$ cat src/rxohs_map.vh
`ifndef RXOHS_MAP_VH
`define RXOHS_MAP_VH

// ****************************************
// Register offsets
// ****************************************
`define RXOHS_OFF_FW_REV 8'h61
`define RXOHS_OFF_DL_STAT 8'h62
`define RXOHS_OFF_BIT_CODE 8'h63
`define RXOHS_OFF_OH_WORD1 8'h64
`define RXOHS_OFF_OH_WORD2 8'h65
`define RXOHS_OFF_OH_WORD3 8'h66
`define RXOHS_OFF_MODE_CTRL 8'h70
`define RXOHS_OFF_RX_CTRL1 8'h71

// ****************************************
// Field positions
// ****************************************
`define RXOHS_MODE_E1_BIT 0
`define RXOHS_MODE_D4_BIT 1
`define RXOHS_CTRL1_CRC4_BIT 3
`define RXOHS_STAT_CRC4SRCH_BIT 2
`define RXOHS_STAT_CASSRCH_BIT 1
`define RXOHS_STAT_FASSRCH_BIT 0

// ****************************************
// Widths and reset values
// ****************************************
`define RXOHS_CNT_W 6
`define RXOHS_CNT_MAX 6'h3F
`define RXOHS_DL_W 8
`define RXOHS_CARRIER_W 24
`define RXOHS_BOC_W 6
`define RXOHS_RST_BYTE 8'h00
`define RXOHS_RST_MODE 8'h00
`define RXOHS_RST_CTRL1 8'h00

`endif

$ cat src/rxohs_search_cnt.v
`timescale 1ns/1ps
// Saturating count of failed multiframe searches
module rxohs_search_cnt
(
	// Clock and reset
	input wire clk,
	input wire reset_n,
	// Events
	input wire search_expire,
	input wire mf_sync_ok,
	input wire crc4_enable,
	// Count
	output reg [5:0] count_ff
);
`include "rxohs_map.vh"

reg [5:0] nxt_count;

always @*
begin
	nxt_count = count_ff;
	if (mf_sync_ok || !crc4_enable)
	begin
		nxt_count = 6'h00;
	end
	else if (search_expire && (count_ff != `RXOHS_CNT_MAX))
	begin
		nxt_count = count_ff + 6'h01;
	end
end

always @(posedge clk or negedge reset_n)
begin
	if (!reset_n)
	begin
		count_ff <= 6'h00;
	end
	else
	begin
		count_ff <= nxt_count;
	end
end

endmodule // rxohs_search_cnt

$ cat src/rxohs_bit_collect.v
`timescale 1ns/1ps
// Gathers serial bits first-bit-at-LSB and publishes them as a word
module rxohs_bit_collect
#(
	parameter WIDTH = 8,
	parameter IDX_W = 3
)
(
	// Clock and reset
	input wire clk,
	input wire reset_n,
	// Serial bits
	input wire bit_in,
	input wire bit_vld,
	input wire boundary,
	input wire use_boundary,
	// Published word
	output reg [WIDTH-1:0] word_ff
);

reg [WIDTH-1:0] asm_ff;
reg [IDX_W-1:0] idx_ff;
reg [WIDTH-1:0] nxt_asm;
reg [IDX_W-1:0] nxt_idx;
reg [WIDTH-1:0] nxt_word;
wire last_bit;

assign last_bit = (idx_ff == WIDTH - 1);

always @*
begin
	nxt_asm = asm_ff;
	nxt_idx = idx_ff;
	nxt_word = word_ff;
	if (bit_vld)
	begin
		nxt_asm[idx_ff] = bit_in;
		nxt_idx = last_bit ? {IDX_W{1'b0}} : idx_ff + 1'b1;
	end
	// Boundary mode: unused upper bits read zero
	if (use_boundary && boundary)
	begin
		nxt_word = nxt_asm;
		nxt_asm = {WIDTH{1'b0}};
		nxt_idx = {IDX_W{1'b0}};
	end
	else if (!use_boundary && bit_vld && last_bit)
	begin
		nxt_word = nxt_asm;
		// Cleared so a later D4 word starts from zero
		nxt_asm = {WIDTH{1'b0}};
	end
end

always @(posedge clk or negedge reset_n)
begin
	if (!reset_n)
	begin
		asm_ff <= {WIDTH{1'b0}};
		idx_ff <= {IDX_W{1'b0}};
		word_ff <= {WIDTH{1'b0}};
	end
	else
	begin
		asm_ff <= nxt_asm;
		idx_ff <= nxt_idx;
		word_ff <= nxt_word;
	end
end

endmodule // rxohs_bit_collect

$ cat src/rxohs_regs.v
// The address-and-strobe port is this design's own decision.
`timescale 1ns/1ps
module rxohs_regs
#(
	// Arbitrary neutral value
	parameter [7:0] FW_REVISION = 8'h01
)
(
	// Clock and reset
	input wire clk,
	input wire reset_n,
	// Register port
	input wire [7:0] reg_addr,
	input wire [7:0] reg_wdata,
	input wire reg_wr,
	input wire reg_rd,
	output reg [7:0] reg_rdata_ff,
	// Control toward framer
	output reg e1_mode_ff,
	output reg d4_mode_ff,
	output reg crc4_enable_ff,
	// E1 synchronizer state
	input wire crc4_mf_search_active,
	input wire cas_mf_search_active,
	input wire frame_align_search_active,
	input wire crc4_search_expire,
	input wire crc4_mf_sync_ok,
	// E1 timeslot zero
	input wire in_frame_align,
	input wire ts0_align_stb,
	input wire ts0_nonalign_stb,
	input wire [7:0] ts0_byte,
	input wire [3:0] mf_frame_num,
	// T1 data link
	input wire rx_facility_link_bit,
	input wire rx_facility_link_vld,
	input wire d4_mf_boundary,
	input wire rx_bit_code_vld,
	input wire [5:0] rx_bit_code_value,
	input wire carrier_bit,
	input wire carrier_bit_vld,
	input wire carrier_sf_boundary
);
`include "rxohs_map.vh"

// ****************************************
// Helpers
// ****************************************

// Picks the view of a shared offset
function [7:0] mode_view;
	input e1;
	input [7:0] t1_val;
	input [7:0] e1_val;
	begin
		mode_view = e1 ? e1_val : t1_val;
	end
endfunction

// Address match
function hit;
	input [7:0] addr;
	input [7:0] offset;
	begin
		hit = (addr == offset);
	end
endfunction

// ****************************************
// Declarations
// ****************************************
reg [7:0] rx_bit_code_last_ff;
reg [7:0] rx_align_frame_bits_ff;
reg [7:0] rx_nonalign_frame_bits_ff;
reg [7:0] rx_intl_bits_even_frames_ff;
reg [7:0] nxt_rdata;
reg [7:0] nxt_bit_code;
reg [7:0] nxt_align;
reg [7:0] nxt_nonalign;
reg [7:0] nxt_si_even;
reg nxt_e1_mode;
reg nxt_d4_mode;
reg nxt_crc4_enable;
wire [5:0] crc4_search_timeout_count;
wire [7:0] rx_facility_link_bits;
wire [23:0] carrier_word;
wire [7:0] rx_realtime_sync_status;
wire [7:0] mode_ctrl_view;
wire [7:0] rx_ctrl1_view;
wire [2:0] si_slot;
wire e1_capture_ok;
wire dl_vld_t1;
wire carrier_vld_t1;
localparam [7:0] MODE_RST = `RXOHS_RST_MODE;
localparam [7:0] CTRL1_RST = `RXOHS_RST_CTRL1;

// ****************************************
// CRC-4 search counter
// ****************************************
rxohs_search_cnt u_search_cnt
(
	.clk(clk),
	.reset_n(reset_n),
	.search_expire(crc4_search_expire & e1_mode_ff),
	.mf_sync_ok(crc4_mf_sync_ok),
	.crc4_enable(crc4_enable_ff),
	.count_ff(crc4_search_timeout_count)
);

// ****************************************
// Live E1 status
// ****************************************
// counter bit 1 dropped
// Skipping bit 1 stretches 5 bits past 400 ms at the cost of resolution
// no latching
assign rx_realtime_sync_status = {
	crc4_search_timeout_count[5:2],
	crc4_search_timeout_count[0],
	crc4_mf_search_active,
	cas_mf_search_active,
	frame_align_search_active
};

// ****************************************
// T1 data link assembly
// ****************************************
assign dl_vld_t1 = rx_facility_link_vld & ~e1_mode_ff;
assign carrier_vld_t1 = carrier_bit_vld & ~e1_mode_ff;

rxohs_bit_collect
#(
	.WIDTH(`RXOHS_DL_W),
	.IDX_W(3)
)
u_link_collect
(
	.clk(clk),
	.reset_n(reset_n),
	.bit_in(rx_facility_link_bit),
	.bit_vld(dl_vld_t1),
	.boundary(d4_mf_boundary & ~e1_mode_ff),
	.use_boundary(d4_mode_ff),
	.word_ff(rx_facility_link_bits)
);

rxohs_bit_collect
#(
	.WIDTH(`RXOHS_CARRIER_W),
	.IDX_W(5)
)
u_carrier_collect
(
	.clk(clk),
	.reset_n(reset_n),
	.bit_in(carrier_bit),
	.bit_vld(carrier_vld_t1),
	.boundary(carrier_sf_boundary & ~e1_mode_ff),
	.use_boundary(1'b1),
	.word_ff(carrier_word)
);

// ****************************************
// Captured overhead
// ****************************************
// only while aligned
assign e1_capture_ok = e1_mode_ff & in_frame_align;
assign si_slot = mf_frame_num[3:1];

always @*
begin
	nxt_bit_code = rx_bit_code_last_ff;
	nxt_align = rx_align_frame_bits_ff;
	nxt_nonalign = rx_nonalign_frame_bits_ff;
	nxt_si_even = rx_intl_bits_even_frames_ff;
	if (rx_bit_code_vld && !e1_mode_ff)
	begin
		nxt_bit_code = {2'b00, rx_bit_code_value};
	end
	if (e1_capture_ok && ts0_align_stb)
	begin
		nxt_align = ts0_byte;
		if (!mf_frame_num[0])
		begin
			nxt_si_even[si_slot] = ts0_byte[7];
		end
	end
	if (e1_capture_ok && ts0_nonalign_stb)
	begin
		nxt_nonalign = ts0_byte;
	end
end

always @(posedge clk or negedge reset_n)
begin
	if (!reset_n)
	begin
		rx_bit_code_last_ff <= `RXOHS_RST_BYTE;
		rx_align_frame_bits_ff <= `RXOHS_RST_BYTE;
		rx_nonalign_frame_bits_ff <= `RXOHS_RST_BYTE;
		rx_intl_bits_even_frames_ff <= `RXOHS_RST_BYTE;
	end
	else
	begin
		rx_bit_code_last_ff <= nxt_bit_code;
		rx_align_frame_bits_ff <= nxt_align;
		rx_nonalign_frame_bits_ff <= nxt_nonalign;
		rx_intl_bits_even_frames_ff <= nxt_si_even;
	end
end

// ****************************************
// Control registers
// ****************************************
always @*
begin
	nxt_e1_mode = e1_mode_ff;
	nxt_d4_mode = d4_mode_ff;
	nxt_crc4_enable = crc4_enable_ff;
	if (reg_wr && hit(reg_addr, `RXOHS_OFF_MODE_CTRL))
	begin
		nxt_e1_mode = reg_wdata[`RXOHS_MODE_E1_BIT];
		nxt_d4_mode = reg_wdata[`RXOHS_MODE_D4_BIT];
	end
	if (reg_wr && hit(reg_addr, `RXOHS_OFF_RX_CTRL1))
	begin
		nxt_crc4_enable = reg_wdata[`RXOHS_CTRL1_CRC4_BIT];
	end
end

always @(posedge clk or negedge reset_n)
begin
	if (!reset_n)
	begin
		e1_mode_ff <= MODE_RST[`RXOHS_MODE_E1_BIT];
		d4_mode_ff <= MODE_RST[`RXOHS_MODE_D4_BIT];
		crc4_enable_ff <= CTRL1_RST[`RXOHS_CTRL1_CRC4_BIT];
	end
	else
	begin
		e1_mode_ff <= nxt_e1_mode;
		d4_mode_ff <= nxt_d4_mode;
		crc4_enable_ff <= nxt_crc4_enable;
	end
end

assign mode_ctrl_view = {6'h00, d4_mode_ff, e1_mode_ff};
assign rx_ctrl1_view = {4'h0, crc4_enable_ff, 3'h0};

// ****************************************
// Read path
// ****************************************
// Data appear the cycle after the strobe; otherwise zero
always @*
begin
	nxt_rdata = 8'h00;
	if (reg_rd)
	begin
		case (reg_addr)
			`RXOHS_OFF_FW_REV:
			begin
				nxt_rdata = FW_REVISION;
			end
			`RXOHS_OFF_DL_STAT:
			begin
				nxt_rdata = mode_view(e1_mode_ff, rx_facility_link_bits, rx_realtime_sync_status);
			end
			`RXOHS_OFF_BIT_CODE:
			begin
				nxt_rdata = mode_view(e1_mode_ff, rx_bit_code_last_ff, 8'h00);
			end
			`RXOHS_OFF_OH_WORD1:
			begin
				nxt_rdata = mode_view(e1_mode_ff, carrier_word[7:0], rx_align_frame_bits_ff);
			end
			`RXOHS_OFF_OH_WORD2:
			begin
				nxt_rdata = mode_view(e1_mode_ff, carrier_word[15:8], rx_nonalign_frame_bits_ff);
			end
			`RXOHS_OFF_OH_WORD3:
			begin
				nxt_rdata = mode_view(e1_mode_ff, carrier_word[23:16], rx_intl_bits_even_frames_ff);
			end
			`RXOHS_OFF_MODE_CTRL:
			begin
				nxt_rdata = mode_ctrl_view;
			end
			`RXOHS_OFF_RX_CTRL1:
			begin
				nxt_rdata = rx_ctrl1_view;
			end
			default:
			begin
				nxt_rdata = 8'h00;
			end
		endcase
	end
end

always @(posedge clk or negedge reset_n)
begin
	if (!reset_n)
	begin
		reg_rdata_ff <= `RXOHS_RST_BYTE;
	end
	else
	begin
		reg_rdata_ff <= nxt_rdata;
	end
end

endmodule // rxohs_regs

$ cat config.mk
export PLATFORM = sky130hd
export DESIGN_NAME = rxohs_regs
export DESIGN_NICKNAME = d
export VERILOG_FILES = /design/src/rxohs_search_cnt.v /design/src/rxohs_bit_collect.v /design/src/rxohs_regs.v
export VERILOG_INCLUDE_DIRS = /design/src
export SDC_FILE = /design/constraint.sdc
export NUM_CORES = 1
export LEC_CHECK = 0
export BUFFER_PORTS_ARGS = -buffer_cell sky130_fd_sc_hd__buf_2
export CORE_MARGIN = 2
export CORE_UTILIZATION = 26
export DETAILED_ROUTE_END_ITERATION = 8
export GPL_TIMING_DRIVEN = 1
export PLACE_DENSITY_LB_ADDON = 0.1
export SLEW_MARGIN = 10
export SYNTH_ARGS = -nofsm -noshare
export SYNTH_HDL_FRONTEND = slang
export SYNTH_HIERARCHICAL = 1
export SYNTH_SLANG_ARGS = --single-unit
$ cat constraint.sdc
create_clock -name clk -period 3.8 [get_ports clk]
set_input_delay 0.38 -clock clk [delete_from_list [all_inputs] [get_ports clk]]
set_output_delay 0.38 -clock clk [all_outputs]
set_load 0.005 [all_outputs]
==> metrics.log <==
INFO  metric worstSetupPathType = reg2reg
INFO  metric antenna_left = 0
INFO  metric power.density_cell_area = ~550 nW/um^2
INFO  metric final_routed_drc_violation_total = 0
INFO  metric synth_edf_count = 0
INFO  metric timing.critical_path.required = 4.05 ns
INFO  metric status = completed
INFO  metric cts_tree = done
INFO  metric synthAdderAreaFrac = 2.08%
INFO  metric worst_ep_arrival_time = approximately 2.6 ns
INFO  metric critical-path-slowest-cell = sky130_fd_sc_hd__nor2b_1
INFO  metric final-hold-violation-count = 0
INFO  metric fillerInstances = around 2,300
INFO  metric peakVddDrop = approximately 0.00023 V
INFO  metric p_leak = roughly 3.2 nW
INFO  metric sequential_cell_area = 2980 um^2
INFO  metric path_cells = nor2b_1 > buf_4 > nor2b_1 > nand3_1 > mux2i_1 > a21oi_1
INFO  metric crit_reg_reg_startpoint = e1_mode_ff
INFO  metric cts_post_setup_buffers_inserted = 0
INFO  metric layout-area-overhead-vs-synth = 18.9%
INFO  metric final_cell_area = 7150 um^2
INFO  metric clk_transition_reported_paths = 0.06 ns
INFO  metric synth-xor-area-share = 0%
INFO  metric ctsRootBufferMaster = sky130_fd_sc_hd__clkbuf_16
INFO  metric globalplace.congestion = 0.755
INFO  metric pre_cts_ws = 1.48 ns
INFO  metric fin_ws = ~1.5 ns
INFO  metric yosys.cell_types.count = 57
INFO  metric synthArstFlopShare = 100%
INFO  metric combinationalPowerShare = ~15%
INFO  metric drt_iter0_markers = around 280
INFO  metric cellInternalPower = approximately 2.8 mW
INFO  metric synth_compound_gate_area_share = between 8 and 9%
INFO  metric regToRegEndpoint = u_carrier_collect/word_ff[3]
INFO  metric dp.final_hpwl = 11,300 um
INFO  metric post_cts_resized = 0
INFO  metric worst_path_largest_cell_delay = 0.60 ns
INFO  metric numPortBuffers = 58
INFO  metric cap_violations = 0
INFO  metric critPathLaunchType = flip-flop
INFO  metric cts_inserted_buffers = 17
INFO  metric critical_path_peak_fanout = 17
INFO  metric min_path_type = in2async
INFO  metric post-route-min-period = ~2.3 ns
INFO  metric unrepaired_setup_endpoints_after_global_routing = no
INFO  metric worst_slew_margin_rel = 41.7%
INFO  metric main_flop_type_after_synthesis = sky130_fd_sc_hd__dfrtp_1
INFO  metric synthSimpleGateAreaFrac = 16.9%
INFO  metric route.vias.total = 4,285
INFO  metric initial_utilization = 26.5%
INFO  metric setup-tns-final = 0 ns
INFO  metric final_min_period_over_clock_period = 60.4%
INFO  metric fin_total_pwr = 3.94 mW
INFO  metric viasPerCell = 4.77
INFO  metric drt_pass1_iterations = 4
INFO  metric p_clk_share = 44.2%
INFO  metric io_pins = 64
INFO  metric insertedDiodeCount = 0
INFO  metric detail_route.wl_per_cell = roughly 18 um
INFO  metric fmax = roughly 440 MHz
INFO  metric final_cell_mix = 118 x sky130_fd_sc_hd__dfrtp_1, 73 x sky130_fd_sc_hd__nor2_1, 59 x sky130_fd_sc_hd__mux2i_1, 57 x sky130_fd_sc_hd__buf_2, 47 x sky130_fd_sc_hd__mux2_2
INFO  metric worst_pin_slew = 0.873 ns
INFO  metric first_global_vias = 4,468
INFO  metric final_max_slew_viol_count = 0
INFO  metric die_width = 156 um
INFO  metric grt_overflow_total = 0
INFO  metric endpoint_kind = flip-flop
INFO  metric clock_latency_at_the_later_pin_of_the_worst_skew_pair = 0.41 ns
INFO  metric worst_skew = 0.0110 ns
INFO  metric proportion_of_layout_cells_with_a_drive_suffix_above_1 = 25.6%
INFO  metric number_of_core_rows = 55
INFO  metric multi_input_area = 2780 um^2
INFO  metric synth_mux_area_share = 19.0%
INFO  metric netSwitchingPower = around 1.1 mW
INFO  metric instances_no_fill = 898
INFO  metric timing.final.setup_violations = 0
INFO  metric routed_wirelength = 16,200 um
INFO  metric post_cts_hold_buffer_count = 0
INFO  metric mostFrequentLayoutCell = sky130_fd_sc_hd__dfrtp_1
INFO  metric synth_top_family_by_area = multiplexers
INFO  metric crit_top_cell = sky130_fd_sc_hd__nor2b_1
INFO  metric placedCellCount = 866
INFO  metric wire_length_of_the_first_global_routing_pass = between 20,000 and 30,000 um
INFO  metric post_synth_instance_area = 6010 um^2
INFO  metric floorplan.core_area = 22,600 um^2
INFO  metric synth_cells = 550
INFO  metric reg2reg_slack = 1.50 ns
INFO  metric synth_area_per_cell = between 10 and 15 um^2
INFO  metric initial_antenna_violation_count = 0
INFO  metric finish.net_count = 663
INFO  metric die-area = 24,300 um^2
INFO  metric cts-root-to-sink-buffers = 2
INFO  metric worstRegToRegCells = 6
INFO  metric global_route.usage.total = 14.1%
INFO  metric grt_start_max_net_pins = 73
INFO  metric netSwitchingFraction = 27.9%
INFO  metric synth-warning-count = 6
INFO  metric clock-sinks = approximately 120
INFO  metric dieHeight = about 160 um
INFO  metric placed_area = 6510 um^2
INFO  metric htreeDepth = 4
INFO  metric power.share.sequential = 40.8%
INFO  metric synth.ff_latch_count = 119
INFO  metric synth_seq_area_share = 49.6%
-- layout make-up --
type,instances,area share [%]
clock buffers,19,6.20
clock inverters,13,2.70
inverters,15,0.788
multi-input cells,383,38.9
flip-flops and latches,119,41.7
well taps,285,4.99
repair buffers,64,4.73
-- critical path: cells and delay by family (launching register included) --
family                 cells  cell delay, ns
DFF                        1            0.56
muxes                      1            0.29
buffers and inverters      1            0.23
AOI/OAI and AO/OA          1            0.11
and+or+nand+nor            3            0.95
-- state kept, by name (all words and copies together), names as in the netlist, 3 cells and up --
signal and count:
u_carrier_collect/idx_ff 5, u_search_cnt/count_ff 6, rx_align_frame_bits_ff 8, rx_bit_code_last_ff 6
reg_rdata_ff 8, u_link_collect/asm_ff 8, u_carrier_collect/asm_ff 24, u_link_collect/word_ff 8
rx_intl_bits_even_frames_ff 8, u_carrier_collect/word_ff 24, u_link_collect/idx_ff 3, rx_nonalign_frame_bits_ff 8
-- power by group through the flow --
stage          sequential [mW]  combinational (mW)  clock, mW
6_report                  1.61               0.592       1.74
5_1_grt                   1.64               0.668       1.86
4_1_cts                   1.61               0.603       1.79
3_5_place_dp              1.64               0.599          0
3_3_place_gp              1.63               0.583          0
2_1_floorplan             1.55               0.471          0
-- through the flow --
step | hold WS [ns] | util (%)
2_1_floorplan | 0.0844 | -
3_3_place_gp | 0.482 | 28.8
3_5_place_dp | 0.489 | 28.8
4_1_cts | 0.0685 | 31.6
5_1_grt | 0.102 | 31.6
6_report | 0.0514 | 31.6
-- per-layer routing --
layer	part of all wire [%]	routed length [um]	track usage, %	vias to the layer above
met4	0.43	70	3.15	0
met2	49	7880	22.0	37
li1	-	-	-	2077
met5	0	0	0	-
met3	2.3	373	3.64	4
met1	49	7920	19.8	2167
-- Yosys cell counts (8+ instances only) --
cell type,n,area share [%]
sky130_fd_sc_hd__a21oi_1,35,2.9
sky130_fd_sc_hd__a31oi_1,9,0.94
sky130_fd_sc_hd__buf_2,16,1.3
sky130_fd_sc_hd__clkbuf_1,11,0.69
sky130_fd_sc_hd__dfrtp_1,119,50
sky130_fd_sc_hd__ha_1,10,2.1
sky130_fd_sc_hd__inv_1,14,0.87
sky130_fd_sc_hd__mux2_2,47,8.8
sky130_fd_sc_hd__mux2i_1,59,9.8
sky130_fd_sc_hd__nand2_1,18,1.1
sky130_fd_sc_hd__nand2b_1,8,0.83
sky130_fd_sc_hd__nand3_1,21,1.7
sky130_fd_sc_hd__nor2_1,73,4.6
sky130_fd_sc_hd__nor2b_1,9,0.94
sky130_fd_sc_hd__nor3_1,11,0.92
sky130_fd_sc_hd__o22ai_1,8,0.83
-- kinds of logic after synthesis --
logic type,after synthesis
AO/OA/AOI/OAI,75
adder cells (fa/ha/maj),10
buffers and inverters,50
flip-flops,119
multiplexers,108
other,1
AND/OR/NAND/NOR,187
-- worst max-delay path by stage --
stage,from,to,slack [ns],cells past startpoint
after floorplan,e1_mode_ff,u_carrier_collect/word_ff[11],1.94,9
after global placement,e1_mode_ff,u_carrier_collect/word_ff[3],1.52,6
after detailed placement,e1_mode_ff,u_carrier_collect/word_ff[3],1.48,6
after CTS,e1_mode_ff,u_carrier_collect/word_ff[3],1.47,6
after global routing,e1_mode_ff,u_carrier_collect/word_ff[2],1.27,6
final,e1_mode_ff,u_carrier_collect/word_ff[3],1.50,6
Note: power is estimated with default switching activity, not from simulation.
